--- src/design/dps_pkg.sv ---
// How it works
// - Read-write select high during address changes
// - Hold address after write end
// - Stretch write pulse when outputs enabled
// - No data drive while device drives
// - Port select high through semaphore operations
// - Semaphore request writes low on bit zero
// - Address valid by port select fall
// - Read-write select high through reads
// - Writing one releases a held flag
package dps_pkg;
  localparam int ADDR_W = 13;
  localparam int DATA_W = 16;
  localparam int LANE_W = 8;
  // Ns figures for the fastest grade
  localparam int CLK_PS = 5000;
  localparam int T_WRITE_PULSE_NS = 12;
  localparam int T_TURNOFF_NS = 10;
  localparam int T_DATA_SETUP_NS = 10;
  localparam int T_ADDR_SETUP_NS = 0;
  localparam int T_READ_CYCLE_NS = 15;
  localparam int T_FLAG_W2R_NS = 5;
  localparam int T_FLAG_PULSE_NS = 10;
  localparam int T_ADDR_HOLD_NS = 0;
  function automatic int cyc_min(input int ns);
    int c;
    c = (ns * 1000 + CLK_PS - 1) / CLK_PS;
    return (c < 1) ? 1 : c;
  endfunction
  localparam int C_PULSE = cyc_min(T_WRITE_PULSE_NS);
  localparam int C_PULSE_OE =
    cyc_min(T_TURNOFF_NS + T_DATA_SETUP_NS) > C_PULSE ?
    cyc_min(T_TURNOFF_NS + T_DATA_SETUP_NS) : C_PULSE;
  localparam int C_SETUP = cyc_min(T_ADDR_SETUP_NS);
  localparam int C_READ = cyc_min(T_READ_CYCLE_NS);
  localparam int C_GAP = cyc_min(T_FLAG_W2R_NS) > cyc_min(T_FLAG_PULSE_NS) ?
    cyc_min(T_FLAG_W2R_NS) : cyc_min(T_FLAG_PULSE_NS);
  localparam int C_HOLD = cyc_min(T_ADDR_HOLD_NS);
  localparam logic [1:0] OP_READ = 2'h0;
  localparam logic [1:0] OP_WRITE = 2'h1;
  localparam logic [1:0] OP_SEM_REQ = 2'h2;
  localparam logic [1:0] OP_SEM_REL = 2'h3;
  localparam logic [7:0] CNT_ZERO = 8'h00;
  typedef struct packed {
    logic [1:0] op;
    logic [ADDR_W-1:0] addr;
    logic [DATA_W-1:0] wdata;
    logic [1:0] lanes;
    logic oe_during_write;
  } dps_req_t;
  typedef struct packed {
    logic port_sel_n;
    logic token_flag_select_n;
    logic rw_n;
    logic oe_n;
    logic upper_lane_select_n;
    logic lower_lane_select_n;
    logic [ADDR_W-1:0] addr;
  } dps_pins_t;
endpackage

--- src/design/dps_cnt.sv ---
`timescale 1ns/1ps
module dps_cnt import dps_pkg::*; (
  input wire logic clk, // Clock
  input wire logic srst, // Sync reset
  input wire logic ce, // Clock enable
  input wire logic load, // Load length
  input wire logic [7:0] len, // Cycles to count
  output logic done // High when count is zero
);
  logic [7:0] cnt_ff;
  logic [7:0] nxt_cnt;
  assign nxt_cnt = load ? len : (cnt_ff != CNT_ZERO ? cnt_ff - 8'h01 : cnt_ff);
  // Load is left out so done never loops through the caller's next state
  assign done = (cnt_ff == CNT_ZERO);
  always_ff @(posedge clk) begin
    if (srst) begin
      cnt_ff <= CNT_ZERO;
    end else if (ce) begin
      cnt_ff <= nxt_cnt;
    end
  end
endmodule // dps_cnt

--- src/design/dps_host.sv ---
`timescale 1ns/1ps
module dps_host import dps_pkg::*; (
  input wire logic clk, // Clock
  input wire logic srst, // Sync reset
  input wire logic ce, // Clock enable
  input wire logic req_valid, // Request strobe
  input wire dps_req_t req, // Request contents
  output logic req_ready, // Idle, request taken
  output logic rsp_valid, // One-cycle done pulse
  output logic [DATA_W-1:0] rsp_rdata, // Read data
  output logic rsp_granted, // Semaphore won
  output dps_pins_t pins, // Control and address pins
  output logic [DATA_W-1:0] dq_o, // Data out
  output logic dq_oe, // Data drive enable
  input wire logic [DATA_W-1:0] dq_i, // Data pins in
  input wire logic busy_n_i, // Busy pin in
  input wire logic int_n_i, // Doorbell pin in
  input wire logic role_master, // Arbiter role pin in
  output logic busy_n_o, // Busy drive, held high and never enabled
  output logic busy_n_oe, // Busy enable
  output logic doorbell // Synced doorbell level
);
  typedef enum logic [5:0] {
    S_IDLE = 6'b000001,
    S_SETUP = 6'b000010,
    S_PULSE = 6'b000100,
    S_HOLD = 6'b001000,
    S_READ = 6'b010000,
    S_GAP = 6'b100000
  } dps_st_t;
  dps_st_t st_ff, nxt_st;
  dps_req_t req_ff;
  dps_pins_t pins_ff, nxt_pins;
  logic [DATA_W-1:0] dq_ff, rdata_ff;
  logic dq_oe_ff, rsp_ff, grant_ff, ready_ff;
  logic sem_rd_ff, bell_ff;
  logic [DATA_W-1:0] dq_s1_ff, dq_s2_ff;
  logic [2:0] in_s1_ff, in_s2_ff;
  logic load;
  logic [7:0] len;
  logic done;
  logic is_sem, is_write, sem_chain, busy_n_s;
  logic take, role_master_s, write_go, drive_go;
  logic hold_end, read_end, gap_end;
  logic [DATA_W-1:0] wdata_sel;
  dps_cnt u_cnt (
    .clk(clk),
    .srst(srst),
    .ce(ce),
    .load(load),
    .len(len),
    .done(done)
  );
  function automatic dps_pins_t idle_pins(input logic [ADDR_W-1:0] a);
    dps_pins_t p;
    p = '{port_sel_n: 1'b1, token_flag_select_n: 1'b1, rw_n: 1'b1,
      oe_n: 1'b1, upper_lane_select_n: 1'b1, lower_lane_select_n: 1'b1,
      addr: a};
    return p;
  endfunction
  assign is_sem = req_ff.op[1];
  assign is_write = req_ff.op != OP_READ;
  assign take = (st_ff == S_IDLE) && req_valid && ready_ff;
  // Semaphore write is always read back to learn the outcome
  assign sem_chain = is_sem && sem_rd_ff;
  assign busy_n_s = in_s2_ff[0];
  assign role_master_s = in_s2_ff[2];
  // Busy stall only matters when device is a slave reading busy
  assign write_go = done && (busy_n_s || role_master_s);
  // Drive starts a cycle after the strobe falls, stops as it rises
  assign drive_go = (st_ff == S_PULSE) && (nxt_st == S_PULSE);
  assign hold_end = (st_ff == S_HOLD) && done;
  assign read_end = (st_ff == S_READ) && done;
  assign gap_end = (st_ff == S_GAP) && done;
  assign wdata_sel = (req_ff.op == OP_SEM_REQ) ?
    {DATA_W{1'b1}} ^ 16'h0001 :
    (req_ff.op == OP_SEM_REL) ? {DATA_W{1'b1}} : req_ff.wdata;
  assign load = ce && (st_ff != nxt_st);
  always_comb begin
    nxt_st = st_ff;
    nxt_pins = pins_ff;
    len = 8'h00;
    case (st_ff)
      S_IDLE: begin
        if (take) begin
          nxt_st = S_SETUP;
          len = 8'(C_SETUP);
        end
      end
      S_SETUP: begin
        if (done) begin
          nxt_pins.rw_n = !is_write;
          if (is_sem) begin
            nxt_pins.token_flag_select_n = 1'b0;
            nxt_pins.oe_n = is_write;
          end else begin
            nxt_pins.port_sel_n = 1'b0;
            nxt_pins.upper_lane_select_n = !req_ff.lanes[1];
            nxt_pins.lower_lane_select_n = !req_ff.lanes[0];
            nxt_pins.oe_n = is_write ? !req_ff.oe_during_write : 1'b0;
          end
          nxt_st = is_write ? S_PULSE : S_READ;
          len = 8'((is_write && !nxt_pins.oe_n) ? C_PULSE_OE :
            (is_write ? C_PULSE : C_READ));
        end
      end
      S_PULSE: begin
        if (write_go) begin
          nxt_pins.rw_n = 1'b1;
          nxt_pins.port_sel_n = 1'b1;
          nxt_pins.token_flag_select_n = 1'b1;
          nxt_st = S_HOLD;
          len = 8'(C_HOLD);
        end
      end
      S_READ: begin
        if (done) begin
          nxt_pins = idle_pins(pins_ff.addr);
          nxt_st = S_GAP;
          len = 8'(C_GAP);
        end
      end
      S_HOLD: begin
        if (done) begin
          nxt_pins = idle_pins(pins_ff.addr);
          nxt_st = S_GAP;
          len = 8'(C_GAP);
        end
      end
      S_GAP: begin
        if (done && sem_chain) begin
          // Read back the flag with the array still deselected
          nxt_pins.token_flag_select_n = 1'b0;
          nxt_pins.oe_n = 1'b0;
          nxt_st = S_READ;
          len = 8'(C_READ);
        end else if (done) begin
          nxt_st = S_IDLE;
        end
      end
      default: begin
        nxt_st = S_IDLE;
        nxt_pins = idle_pins(pins_ff.addr);
      end
    endcase
  end
  // Two flops on every pin input before any logic reads it
  always_ff @(posedge clk) begin
    if (srst) begin
      dq_s1_ff <= '0;
      dq_s2_ff <= '0;
      in_s1_ff <= 3'h7;
      in_s2_ff <= 3'h7;
    end else if (ce) begin
      dq_s1_ff <= dq_i;
      dq_s2_ff <= dq_s1_ff;
      in_s1_ff <= {role_master, int_n_i, busy_n_i};
      in_s2_ff <= in_s1_ff;
    end
  end
  always_ff @(posedge clk) begin
    if (srst) begin
      st_ff <= S_IDLE;
      pins_ff <= '{1'b1, 1'b1, 1'b1, 1'b1, 1'b1, 1'b1, '0};
      ready_ff <= 1'b0;
      sem_rd_ff <= 1'b0;
    end else if (ce) begin
      st_ff <= nxt_st;
      pins_ff <= nxt_pins;
      ready_ff <= (nxt_st == S_IDLE);
      if (take) begin
        pins_ff.addr <= req.addr;
      end
      // Marks the gap between flag write and read-back
      if (hold_end) begin
        sem_rd_ff <= is_sem;
      end else if (gap_end) begin
        sem_rd_ff <= 1'b0;
      end
    end
  end
  always_ff @(posedge clk) begin
    if (srst) begin
      req_ff <= '0;
      dq_ff <= '0;
      dq_oe_ff <= 1'b0;
    end else if (ce) begin
      if (take) begin
        req_ff <= req;
      end
      if (st_ff == S_SETUP) begin
        dq_ff <= wdata_sel;
      end
      // Selects fall with the strobe, so the outputs stay off
      dq_oe_ff <= drive_go;
    end
  end
  always_ff @(posedge clk) begin
    if (srst) begin
      rdata_ff <= '0;
      rsp_ff <= 1'b0;
      grant_ff <= 1'b0;
      bell_ff <= 1'b0;
    end else if (ce) begin
      rsp_ff <= read_end || (hold_end && !is_sem);
      if (read_end) begin
        rdata_ff <= dq_s2_ff;
        grant_ff <= is_sem && !dq_s2_ff[0];
      end
      bell_ff <= !in_s2_ff[1];
    end
  end
  assign req_ready = ready_ff;
  assign rsp_valid = rsp_ff;
  assign rsp_rdata = rdata_ff;
  assign rsp_granted = grant_ff;
  assign pins = pins_ff;
  assign dq_o = dq_ff;
  assign dq_oe = dq_oe_ff;
  // Host never drives busy; device arbitrates it
  assign busy_n_o = 1'b1;
  assign busy_n_oe = 1'b0;
  assign doorbell = bell_ff;
endmodule // dps_host

--- config.mk ---
export PLATFORM = sky130hd
export DESIGN_NAME = dps_host
export DESIGN_NICKNAME = d
export VERILOG_FILES = /design/src/design/dps_pkg.sv /design/src/design/dps_cnt.sv /design/src/design/dps_host.sv
export SDC_FILE = /design/constraint.sdc
export NUM_CORES = 1
export LEC_CHECK = 0
export BUFFER_PORTS_ARGS = -buffer_cell sky130_fd_sc_hd__clkbuf_2
export CAP_MARGIN = 20
export CORE_UTILIZATION = 55
export DETAILED_ROUTE_END_ITERATION = 8
export GPL_ROUTABILITY_DRIVEN = 0
export PLACE_DENSITY = 0.78
export SLEW_MARGIN = 10
export SYNTH_ARGS = -nofsm -noshare
export SYNTH_HDL_FRONTEND = slang
export SYNTH_HIERARCHICAL = 1
export SYNTH_SLANG_ARGS = --single-unit
--- constraint.sdc ---
create_clock -name clk -period 4.76 [get_ports clk]
set_input_delay 0 -clock clk [delete_from_list [all_inputs] [get_ports clk]]
set_output_delay 0 -clock clk [all_outputs]
set_load 0.1 [all_outputs]
==> flow_summary.rst, run 1 <==
.. list-table::
   :header-rows: 1

   * - Metric
     - Value
   * - Leading post-synthesis cells by cell area
     - sky130_fd_sc_hd__dfxtp_1, sky130_fd_sc_hd__mux2i_1, sky130_fd_sc_hd__nand2_1, sky130_fd_sc_hd__nor2_1, sky130_fd_sc_hd__a21oi_2
   * - Total Wirelength
     - 14.1 mm
   * - Post-synthesis instance area
     - 5560 um2
   * - Initial antenna violation count
     - 0
   * - Number of buffers on the longest clock path
     - 2
   * - Die height
     - 103 um
   * - Final net count
     - 852
   * - Placed Area
     - 6150 um2
   * - Data required time of the critical path
     - 5180 ps
   * - Asr flop ratio synth
     - 0
   * - Buffers added on ports
     - 112
   * - Most used flip-flop cell after synthesis
     - sky130_fd_sc_hd__dfxtp_1
   * - Starting density of the core
     - 0.569
   * - Full die area
     - 10,500 um2
   * - Number of DRC markers in iteration 0
     - 300
   * - Syn_area_per_cell
     - 8.58 um2
   * - Layout Skew
     - 7.85 ps
   * - Critical path launch point type
     - flop
   * - Layout cell share with drive strength beyond 1
     - 0.273
   * - Cell at the root of the clock tree
     - sky130_fd_sc_hd__clkbuf_8
   * - Clock input transition at the sequential cells of the worst setup and hold paths
     - 60 ps
   * - Total of max-cap violations
     - 0
   * - Total of flip-flops plus latches after synthesis
     - 130
   * - Number of cells produced by synthesis
     - 648
   * - Maximum fanout along the worst path
     - 19
   * - Category of the worst setup path capture point
     - flop
   * - GRT overflow
     - 0
   * - GR Util All Layers
     - 0.277
   * - Total negative slack
     - 0 ps
   * - Number of remaining DRC errors
     - 0
   * - Global-route wire length before repair
     - 22.7 mm
   * - Row count
     - 36
   * - Post-route design area
     - 7310 um2
   * - Outcome
     - finished, final reports clean
   * - Most used standard cells in the synthesized netlist
     - sky130_fd_sc_hd__dfxtp_1, sky130_fd_sc_hd__nand2_1, sky130_fd_sc_hd__nor2_1, sky130_fd_sc_hd__mux2i_1, sky130_fd_sc_hd__nor3_1
   * - Cell variety after synth
     - 59
   * - Crit path time final
     - 3770 ps
   * - Count of final hold-check violations
     - 0
   * - PnR Total Power
     - 3.13 mW
   * - Fmax achieved
     - 0.265 GHz
   * - Final Hold Slack
     - 42.5 ps
   * - Hold WC Path Type
     - input pin to flop
   * - Crit Path Category
     - flop to flop
   * - Via count of the first global-routing pass
     - 4,966
   * - Placed wire-length estimate after detailed placement
     - 8.53 mm
   * - Slew HR
     - 0.350
   * - Maximum number of pins on one net before global-route repair
     - 92
   * - TritonCTS clock tree
     - yes
   * - Seq/Total Area, Yosys
     - 0.468
   * - CTS H-tree depth
     - 4
   * - Yosys warns
     - 6
   * - Area inside the core boundary
     - 9770 um2
   * - Peak supply drop
     - 0.247 mV
   * - First-pass iteration count of the detailed router
     - 5
   * - Pwr Density
     - 428 nW/um2
   * - N_diodes
     - 0
   * - Growth of design area from synthesis to finish
     - 31.4%
   * - Number of placed cells counting well taps
     - 854
   * - Number of standard cells in the final layout excluding fillers
     - 940
   * - Number of primary I/O pins
     - 115
   * - Routed wire per std cell
     - 15.0 um
   * - Final number of max-transition violations
     - 0
   * - Final period utilization
     - 0.792
   * - Count of buffers added by post-CTS timing repair for setup
     - 0
   * - Dominant cell by count in the synthesized netlist
     - sky130_fd_sc_hd__dfxtp_1
   * - RSZ-0062 raised after global routing
     - no
   * - Width of the chip
     - 103 um
   * - Worst-Margin Slew
     - 976 ps
   * - Number of antenna-violating nets in the routed design
     - 0
   * - Signal arrival time at the worst endpoint
     - 4190 ps
   * - Via density per instance
     - 5.49
   * - Number of buffers inserted during clock tree synthesis
     - 17
   * - Vias
     - 5,165
   * - Number of flops mapped to enable cells by yosys
     - 0
   * - Leakage power summed over all cells
     - 2.99 nW
   * - Top-area cell type share of the netlist area
     - 0.468
   * - Setup violation total in the final timing report
     - 0
   * - Leading area contributor after synthesis
     - sky130_fd_sc_hd__dfxtp_1
   * - Number of sinks driven by the clock tree
     - 130
   * - Source-to-sink clock delay at the later pin of the worst-skew pair
     - 520 ps
[layout by cell type, fill, tap and decap left out, types with 7 or more instances in the layout]
master,instances
sky130_fd_sc_hd__inv_1,8
sky130_fd_sc_hd__mux2i_1,42
sky130_fd_sc_hd__nor2_1,73
sky130_fd_sc_hd__o211ai_1,7
sky130_fd_sc_hd__nand2_2,30
sky130_fd_sc_hd__dfxtp_1,130
sky130_fd_sc_hd__clkbuf_2,110
sky130_fd_sc_hd__clkbuf_16,16
sky130_fd_sc_hd__a21oi_2,31
sky130_fd_sc_hd__conb_1,7
sky130_fd_sc_hd__dlygate4sd3_1,53
sky130_fd_sc_hd__o21ai_0,18
sky130_fd_sc_hd__nand2_1,102
sky130_fd_sc_hd__buf_4,7
sky130_fd_sc_hd__nor3_1,36
sky130_fd_sc_hd__a21oi_1,31
[logic make-up (layout without fill, tap and decap cells)]
| kind of cell | count (synthesis) | count (layout) | synth area share |
|---|---|---|---|
| DFF | 130 | 130 | 0.468 |
| buffers and inverters | 59 | 213 | 0.0470 |
| adders and majority gates | 2 | 2 | 0.00405 |
| other | 2 | 7 | 0.00135 |
| AOI/OAI and AO/OA | 125 | 125 | 0.160 |
| xor gates and xnor gates | 4 | 4 | 0.00630 |
| and+or+nand+nor | 284 | 284 | 0.238 |
| muxes | 42 | 42 | 0.0756 |
[worst max-delay path: stages (launching register included)]
cell and delay (ps):
sky130_fd_sc_hd__dfxtp_1 330, sky130_fd_sc_hd__inv_1 100, sky130_fd_sc_hd__ha_1 230, sky130_fd_sc_hd__or4b_1 590
sky130_fd_sc_hd__nor3_1 240, sky130_fd_sc_hd__buf_4 260, sky130_fd_sc_hd__o21ai_0 220, sky130_fd_sc_hd__nand3_1 140
sky130_fd_sc_hd__nand2_1 60, sky130_fd_sc_hd__o2111a_1 150, sky130_fd_sc_hd__a31oi_1 560, sky130_fd_sc_hd__o41ai_2 230
sky130_fd_sc_hd__or3_1 360, sky130_fd_sc_hd__a31oi_1 200
[area by class of cell]
cell class	instances	area (um2)
timing repair buffer	173	1180
clock buffer	20	445
multi-input combinational	464	2720
sequential	130	2600
fill	693	2470
inverter	8	30.0
tap	133	166
clock inverter	12	168
[worst paths after layout]
path,cells past startpoint,slack [ps],endpoint,startpoint
max,13,990,u_cnt/cnt_ff[0],u_cnt/cnt_ff[0]
min,3,40,dq_s1_ff[2],ce
max reg2reg,13,990,u_cnt/cnt_ff[0],u_cnt/cnt_ff[0]
min reg2reg,2,450,rsp_rdata[8],dq_s2_ff[8]
[state kept, by name, summed over array words and instances (netlist names)]
name	count
req_ff	20
pins	19
dq_o	16
dq_s1_ff	16
dq_s2_ff	16
rsp_rdata	16
u_cnt/cnt_ff	8
st_ff	6
in_s1_ff	3
in_s2_ff	3
doorbell	1
dq_oe	1
is_sem	1
req_ready	1
rsp_granted	1
rsp_valid	1
sem_rd_ff	1
[stage by stage]
stage / util / setup slack, ps
after floorplan: - / 1460
after global placement: 0.626 / 1360
after detailed placement: 0.629 / 1120
after CTS: 0.746 / 1040
after global routing: 0.747 / 709
final: 0.747 / 991
[what timing repair did]
| action | 4_1_cts | 5_1_grt |
|---|---|---|
| resized for setup | 0 | 0 |
| hold buffers | 53 | 0 |
| hold endpoints to repair | 53 | 0 |
[layer usage]
layer  track usage  part of all wire  vias up
met5             0                 0        -
met4         0.100             0.014        0
met3        0.0861             0.066       28
met2         0.475              0.51      191
met1         0.325              0.41     2450
li1              -                 -     2496
[report_power, final]
part           total (mW)  leakage, nW  switching, mW  internal (mW)
sequential           1.19         1.06         0.0502           1.14
combinational       0.591         1.64          0.380          0.211
clock                1.34        0.291          0.504          0.838
No activity file was read; power rests on OpenSTA's default activity.
==> run 2: changes to the inputs <==
==> constraint.sdc (replaced) <==
create_clock -name clk -period 3.9 [get_ports clk]
set_input_delay 0 -clock clk [delete_from_list [all_inputs] [get_ports clk]]
set_output_delay 0 -clock clk [all_outputs]
set_load 0.1 [all_outputs]
==> flow_summary.rst, run 2 (synthesis results as in run 1) <==
.. list-table::
   :header-rows: 1

   * - Metric
     - Value
   * - Switching share of power
     - 0.282 (-0.0172)
   * - GRT overflow
     - 0 (unchanged)
   * - Initial antenna violation count
     - 0 (unchanged)
   * - Post-route design area
     - 7340 um2 (+0.45%)
   * - Count of final hold-check violations
     - 0 (unchanged)
   * - Number of standard cells in the final layout excluding fillers
     - 940 (unchanged)
   * - Number of sinks driven by the clock tree
     - 130 (unchanged)
   * - Crit Path Category
     - flop to flop
   * - Via density per instance
     - 5.52 (+0.54%)
   * - Die height
     - 103 um (unchanged)
   * - Placed Area
     - 6140 um2 (-0.20%)
   * - Global-route wire length before repair
     - 23.5 mm (+3.3%)
   * - Critical path launch point type
     - flop
   * - Outcome
     - finished, final reports clean
   * - Highest cell delay on the worst timing path
     - 590 ps (about the same)
   * - Register with the most flip-flops
     - req_ff
   * - Maximum number of pins on one net before global-route repair
     - 72 (-22%)
   * - Via count of the first global-routing pass
     - 5,108 (+2.9%)
   * - Crit-path slowest cell
     - sky130_fd_sc_hd__or4b_1
   * - Flop2flop setup slack
     - 280 ps (-720 ps)
   * - Number of DRC markers in iteration 0
     - 284 (-5.3%)
   * - Total Wirelength
     - 14.6 mm (+3.3%)
   * - Layout cell share with drive strength beyond 1
     - 0.275 (+0.00248)
   * - Dominant cell type by count on the critical path
     - sky130_fd_sc_hd__buf_4
   * - Total of max-cap violations
     - 0 (unchanged)
   * - Buffers added on ports
     - 112 (unchanged)
   * - Area inside the core boundary
     - 9770 um2 (unchanged)
   * - R2R cell count
     - 13 (unchanged)
   * - Seq. cell area
     - 2600 um2 (unchanged)
   * - RSZ-0062 raised after global routing
     - no
   * - Leading cell type in the layout, fill and taps excluded
     - sky130_fd_sc_hd__dfxtp_1
   * - Count of buffers added by post-CTS timing repair for setup
     - 0 (unchanged)
   * - Sequential Power Share
     - 0.370 (-0.012)
   * - Leakage power summed over all cells
     - 3.01 nW (+0.74%)
   * - Pwr Density
     - 539 nW/um2 (+26%)
   * - Power Internal
     - 2.84 mW (+30%)
   * - Number of cells on the worst hold path
     - 2 (-1)
   * - HP Start
     - srst
   * - Clock input transition at the sequential cells of the worst setup and hold paths
     - 60 ps (about the same)
   * - Critical path's top delay family
     - compound AO/OA/AOI/OAI gates
   * - Final number of max-transition violations
     - 0 (unchanged)
   * - Signal arrival time at the worst endpoint
     - 4010 ps (-180 ps)
   * - Hold path endpoint
     - req_ff[11]
   * - Final Hold Slack
     - 29.1 ps (-13.4 ps)
   * - Placed wire-length estimate after detailed placement
     - 8.52 mm (about the same)
   * - Data required time of the critical path
     - 4280 ps (-900 ps)
   * - Number of placed cells counting well taps
     - 855 (+0.12%)
   * - Slew HR
     - 0.455 (+0.105)
   * - N_diodes
     - 0 (unchanged)
   * - Final net count
     - 852 (unchanged)
   * - Cell at the root of the clock tree
     - sky130_fd_sc_hd__clkbuf_8
   * - GR Util All Layers
     - 0.290 (+0.0130)
   * - Endpoint of the most critical register-to-register path
     - u_cnt/cnt_ff[4]
   * - Row count
     - 36 (unchanged)
   * - Count of fill cells added during filler insertion
     - 685 (-1.2%)
   * - Number of antenna-violating nets in the routed design
     - 0 (unchanged)
   * - Worst-path cell chain
     - inv_1 > ha_1 > or4b_1 > nor3_1 > buf_4 > o21ai_0 > a21o_1 > o32ai_1 > a31oi_1 > buf_4 > o41a_1 > a22oi_1 > nor2_1
   * - Number of buffers inserted during clock tree synthesis
     - 17 (unchanged)
   * - Setup violation total in the final timing report
     - 0 (unchanged)
   * - Clock network fraction of total power
     - 0.445 (+0.016)
   * - Crit path time final
     - 3620 ps (-144 ps)
   * - Maximum fanout along the worst path
     - 22 (+3)
   * - Source-to-sink clock delay at the later pin of the worst-skew pair
     - 530 ps (about the same)
   * - First-pass iteration count of the detailed router
     - 5 (unchanged)
   * - Worst-Margin Slew
     - 815 ps (-160 ps)
   * - Core Util, Final
     - 0.751 (+0.00333)
   * - Hold WC Path Type
     - input pin to flop
   * - Starting density of the core
     - 0.569 (unchanged)
   * - Power dissipated by switching net loads
     - 1.11 mW (+19%)
   * - Top library cells by usage in the layout, fill and taps aside
     - sky130_fd_sc_hd__dfxtp_1, sky130_fd_sc_hd__clkbuf_2, sky130_fd_sc_hd__nand2_1
   * - Final period utilization
     - 0.929 (+0.138)
   * - Growth of design area from synthesis to finish
     - 31.9%
   * - Number of primary I/O pins
     - 115 (unchanged)
   * - Number of remaining DRC errors
     - 0 (unchanged)
   * - CTS H-tree depth
     - 4 (unchanged)
   * - Width of the chip
     - 103 um (unchanged)
   * - Layout Skew
     - 9.70 ps (+1.84 ps)
   * - Fmax achieved
     - 0.276 GHz (+4.0%)
   * - TritonCTS clock tree
     - yes
   * - Total negative slack
     - 0 ps (unchanged)
   * - Category of the worst setup path capture point
     - flop
   * - Area of combinational cells with multiple inputs
     - 2720 um2 (about the same)
   * - Flip-flop count of the largest register, all copies and words added
     - 20 (unchanged)
   * - Vias
     - 5,193 (+0.54%)
   * - Power share of the combinational group
     - 0.185 (-0.004)
   * - Launch point of the worst reg-to-reg path
     - u_cnt/cnt_ff[0]
   * - Full die area
     - 10,500 um2 (unchanged)
   * - CP bufs+invs
     - 3 (+1)
   * - Number of buffers on the longest clock path
     - 2 (unchanged)
   * - Peak supply drop
     - 0.344 mV (+39%)
   * - Routed wire per std cell
     - 15.5 um (+3.3%)
## run 2: changes by cell type in the layout (fill, tap and decap cells not counted), sizes merged
| cell | delta |
|---|---|
| clkinvlp | -2 |
| clkinv | +4 |
| clkbuf | +1 |
| bufinv | +2 |
| inv | -5 |
## run 2: area by class of cell
| class | count | share of cell area |
|---|---|---|
| Clock inverter | 11 | 0.0269 |
| Clock buffer | 21 | 0.0639 |
| Inverter | 8 | 0.00409 |
| Tap cell | 133 | 0.0227 |
| Sequential cell | 130 | 0.355 |
| Timing Repair Buffer | 173 | 0.157 |
| Multi-Input combinational cell | 464 | 0.371 |
## run 2: power groups by stage
stage	clock (mW)	combinational, mW	sequential (mW)
after floorplan	0	0.456	1.53
after global placement	0	0.639	1.48
after detailed placement	0	0.672	1.48
after CTS	1.78	0.722	1.46
after global routing	1.84	0.799	1.47
final	1.76	0.733	1.46
## run 2: worst max-delay path by stage
| stage | from | endpoint | cells after the start |
|---|---|---|---|
| floorplan | u_cnt/cnt_ff[0] | u_cnt/cnt_ff[6] | 14 |
| global placement | u_cnt/cnt_ff[0] | u_cnt/cnt_ff[5] | 13 |
| detailed placement | u_cnt/cnt_ff[0] | u_cnt/cnt_ff[4] | 13 |
| CTS | u_cnt/cnt_ff[0] | u_cnt/cnt_ff[4] | 13 |
| global route | u_cnt/cnt_ff[0] | u_cnt/cnt_ff[4] | 13 |
| finish | u_cnt/cnt_ff[0] | u_cnt/cnt_ff[4] | 13 |
## run 2: per-stage QoR
stage / total power [mW] / setup slack, ps
after detailed placement: 2.16 / 384
after global placement: 2.12 / 537
after floorplan: 1.99 / 595
after CTS: 3.96 / 330
after global routing: 4.11 / 29.4
final: 3.96 / 275
## run 2: routing by layer
| metal | wire [um] | vias to the layer above | global-route usage |
|---|---|---|---|
| li1 | - | 2505 | - |
| met1 | 5940 | 2435 | 0.320 |
| met2 | 7410 | 204 | 0.503 |
| met3 | 788 | 49 | 0.0820 |
| met4 | 443 | 0 | 0.158 |
| met5 | 0 | - | 0 |
## run 2: timing repair
| action | 4_1_cts | 5_1_grt |
|---|---|---|
| hold buffers | 53 | 0 |
| hold endpoints to repair | 53 | 0 |
| gates resized for setup | 0 | 0 |
==> run 3: changes to the inputs <==
--- a/config.mk
+++ b/config.mk
@@ -11,7 +11,6 @@
 export DETAILED_ROUTE_END_ITERATION = 8
 export GPL_ROUTABILITY_DRIVEN = 0
 export PLACE_DENSITY = 0.78
-export SLEW_MARGIN = 10
 export SYNTH_ARGS = -nofsm -noshare
 export SYNTH_HDL_FRONTEND = slang
 export SYNTH_HIERARCHICAL = 1
==> constraint.sdc (replaced) <==
create_clock -name clk -period 3.9 [get_ports clk]
set_input_delay 0 -clock clk [delete_from_list [all_inputs] [get_ports clk]]
set_output_delay 0 -clock clk [all_outputs]
set_load 0.05 [all_outputs]
==> flow_summary.rst, run 3 (synthesis results as in run 1) <==
.. list-table::
   :header-rows: 1

   * - Metric
     - Value
   * - Cell at the root of the clock tree
     - sky130_fd_sc_hd__clkbuf_8
   * - Top library cells by usage in the layout, fill and taps aside
     - sky130_fd_sc_hd__dfxtp_1, sky130_fd_sc_hd__clkbuf_2, sky130_fd_sc_hd__nand2_1
   * - Launch point of the worst reg-to-reg path
     - u_cnt/cnt_ff[0]
   * - GR Util All Layers
     - 0.290 (unchanged)
   * - Layout Skew
     - 10.0 ps (+0.335 ps)
   * - Placed wire-length estimate after detailed placement
     - 8.52 mm (unchanged)
   * - Number of standard cells in the final layout excluding fillers
     - 941 (+0.11%)
   * - Worst-Margin Slew
     - 807 ps (-8.41 ps)
   * - Peak supply drop
     - 0.339 mV (-1.3%)
   * - Routed wire length on met3
     - 822 um (+4.3%)
   * - RSZ-0062 raised after global routing
     - no
   * - Vias
     - 5,150 (-0.83%)
   * - Pwr Density
     - 534 nW/um2 (-1.0%)
   * - Die height
     - 103 um (unchanged)
   * - Number of remaining DRC errors
     - 0 (unchanged)
   * - Total negative slack
     - 0 ps (unchanged)
   * - Growth of design area from synthesis to finish
     - 32.0% (about the same)
   * - Data required time of the critical path
     - 4280 ps (about the same)
   * - Register with the most flip-flops
     - req_ff
   * - Source-to-sink clock delay at the later pin of the worst-skew pair
     - 530 ps (about the same)
   * - Core Util, Final
     - 0.751 (about the same)
   * - Hold WC Path Type
     - input pin to flop
   * - Buffers added on ports
     - 112 (unchanged)
   * - TritonCTS clock tree
     - yes
   * - Slew HR
     - 0.461 (+0.00562)
   * - Fmax achieved
     - 0.277 GHz (+0.47%)
   * - Final period utilization
     - 0.925 (-0.00438)
   * - Top layer used by detailed routing
     - met4
   * - Met2 wire length
     - 7.36 mm (-0.62%)
   * - Stages on the worst setup path
     - 13 (unchanged)
   * - GRT overflow
     - 0 (unchanged)
   * - Signal arrival time at the worst endpoint
     - 3990 ps (-20 ps)
   * - Layout cell share with drive strength beyond 1
     - 0.275 (-0.000340)
   * - Width of the chip
     - 103 um (unchanged)
   * - Initial antenna violation count
     - 0 (unchanged)
   * - Timing endpoint of the critical path
     - u_cnt/cnt_ff[4]
   * - Maximum number of pins on one net before global-route repair
     - 72 (unchanged)
   * - Number of DRC markers in iteration 0
     - 238 (-16%)
   * - CP bufs+invs
     - 3 (unchanged)
   * - Number of placed cells counting well taps
     - 855 (unchanged)
   * - Dominant cell type by count on the critical path
     - sky130_fd_sc_hd__buf_4
   * - Row count
     - 36 (unchanged)
   * - Clock input transition at the sequential cells of the worst setup and hold paths
     - 60 ps (about the same)
   * - Final number of max-transition violations
     - 0 (unchanged)
   * - Critical path launch point
     - u_cnt/cnt_ff[0]
   * - Count of final hold-check violations
     - 0 (unchanged)
   * - Count of buffers added by post-CTS timing repair for setup
     - 0 (unchanged)
   * - Number of buffers inserted during clock tree synthesis
     - 17 (unchanged)
   * - Critical path launch point type
     - flop
   * - Crit Path Category
     - flop to flop
   * - Area inside the core boundary
     - 9770 um2 (unchanged)
   * - Maximum fanout along the worst path
     - 22 (unchanged)
   * - Total of max-cap violations
     - 0 (unchanged)
   * - Total Wirelength
     - 14.6 mm (-0.14%)
   * - Flop2flop setup slack
     - 290 ps (+20 ps)
   * - Outcome
     - finished, final reports clean
   * - Starting density of the core
     - 0.569 (unchanged)
   * - R2R cell count
     - 13 (unchanged)
   * - Category of the worst setup path capture point
     - flop
   * - Number of sinks driven by the clock tree
     - 130 (unchanged)
   * - Post-route design area
     - 7340 um2 (about the same)
   * - Routed length on met1
     - 5.97 mm (+0.44%)
   * - Global-route wire length before repair
     - 23.5 mm (unchanged)
   * - PnR Total Power
     - 3.92 mW (-0.96%)
   * - Final net count
     - 853 (+0.12%)
   * - Critical path's top delay family
     - compound AO/OA/AOI/OAI gates
   * - Crit-path slowest cell
     - sky130_fd_sc_hd__or4b_1
   * - Worst-path cell chain
     - inv_1 > ha_1 > or4b_1 > nor3_1 > buf_4 > o21ai_0 > a21o_1 > o32ai_1 > a31oi_1 > buf_4 > o41a_1 > a22oi_1 > nor2_1
   * - Highest cell delay on the worst timing path
     - 590 ps (about the same)
   * - Full die area
     - 10,500 um2 (unchanged)
   * - Placed Area
     - 6140 um2 (unchanged)
   * - Flip-flop count of the largest register, all copies and words added
     - 20 (unchanged)
   * - Crit path time final
     - 3610 ps (-17.1 ps)
   * - Number of buffers on the longest clock path
     - 2 (unchanged)
   * - Setup violation total in the final timing report
     - 0 (unchanged)
   * - Number of antenna-violating nets in the routed design
     - 0 (unchanged)
   * - CTS H-tree depth
     - 4 (unchanged)
   * - Leakage power summed over all cells
     - 3.02 nW (+0.19%)
   * - Endpoint of the most critical register-to-register path
     - u_cnt/cnt_ff[4]
   * - Via density per instance
     - 5.47 (-0.93%)
   * - Via count of the first global-routing pass
     - 5,108 (unchanged)
   * - N_diodes
     - 0 (unchanged)
   * - Number of primary I/O pins
     - 115 (unchanged)
   * - Routed wire per std cell
     - 15.5 um (-0.25%)
   * - First-pass iteration count of the detailed router
     - 4 (-1)
   * - Leading cell type in the layout, fill and taps excluded
     - sky130_fd_sc_hd__dfxtp_1
-- run 3: cell types whose count changed in the layout (fill, tap and decap cells not counted) --
cell                     change
sky130_fd_sc_hd__nor2_2      -1
sky130_fd_sc_hd__buf_4       +1
sky130_fd_sc_hd__nor2_1      +1
-- run 3: worst min path at each step --
stage | from | to | depth (start not counted)
after floorplan | busy_n_i | in_s1_ff[0] | 2
after global placement | busy_n_i | in_s1_ff[0] | 3
after detailed placement | role_master | in_s1_ff[2] | 3
after CTS | srst | dq_s2_ff[8] | 2
after global routing | ce | dq_oe | 3
final | ce | dq_s1_ff[3] | 3
-- run 3: repair_timing --
action	in CTS	in global routing
hold buffers	53	0
resized for setup	0	0
hold endpoints to repair	53	0
-- run 3: power by group --
group          internal (mW)  total, mW  switching, mW
logic                  0.271      0.692          0.422
registers               1.40       1.46         0.0653
clock network           1.18       1.76          0.589
-- run 3: per-layer routing --
layer / track usage / vias up
li1: - / 2503
met1: 0.320 / 2410
met2: 0.503 / 191
met3: 0.0820 / 46
met4: 0.158 / 0
met5: 0 / -
-- run 3: through the flow --
step	hold slack, ps	worst slack [ps]
after floorplan	128	595
after global placement	221	537
after detailed placement	228	384
after CTS	15.7	330
after global routing	46.0	29.4
final	35.0	292
-- run 3: final cells by class --
| class | count | area, um2 |
|---|---|---|
| clock buffers | 21 | 469 |
| clock inverters | 11 | 198 |
| fillers | 687 | 2430 |
| inverters | 8 | 30.0 |
| multi-input cells | 464 | 2720 |
| flip-flops and latches | 130 | 2600 |
| well taps | 133 | 166 |
| repair buffers | 174 | 1160 |
-- run 3: worst min-delay path, cell delays in order --
cell and delay (ps):
sky130_fd_sc_hd__buf_2 270, sky130_fd_sc_hd__mux2i_1 180, sky130_fd_sc_hd__nor2_1 70
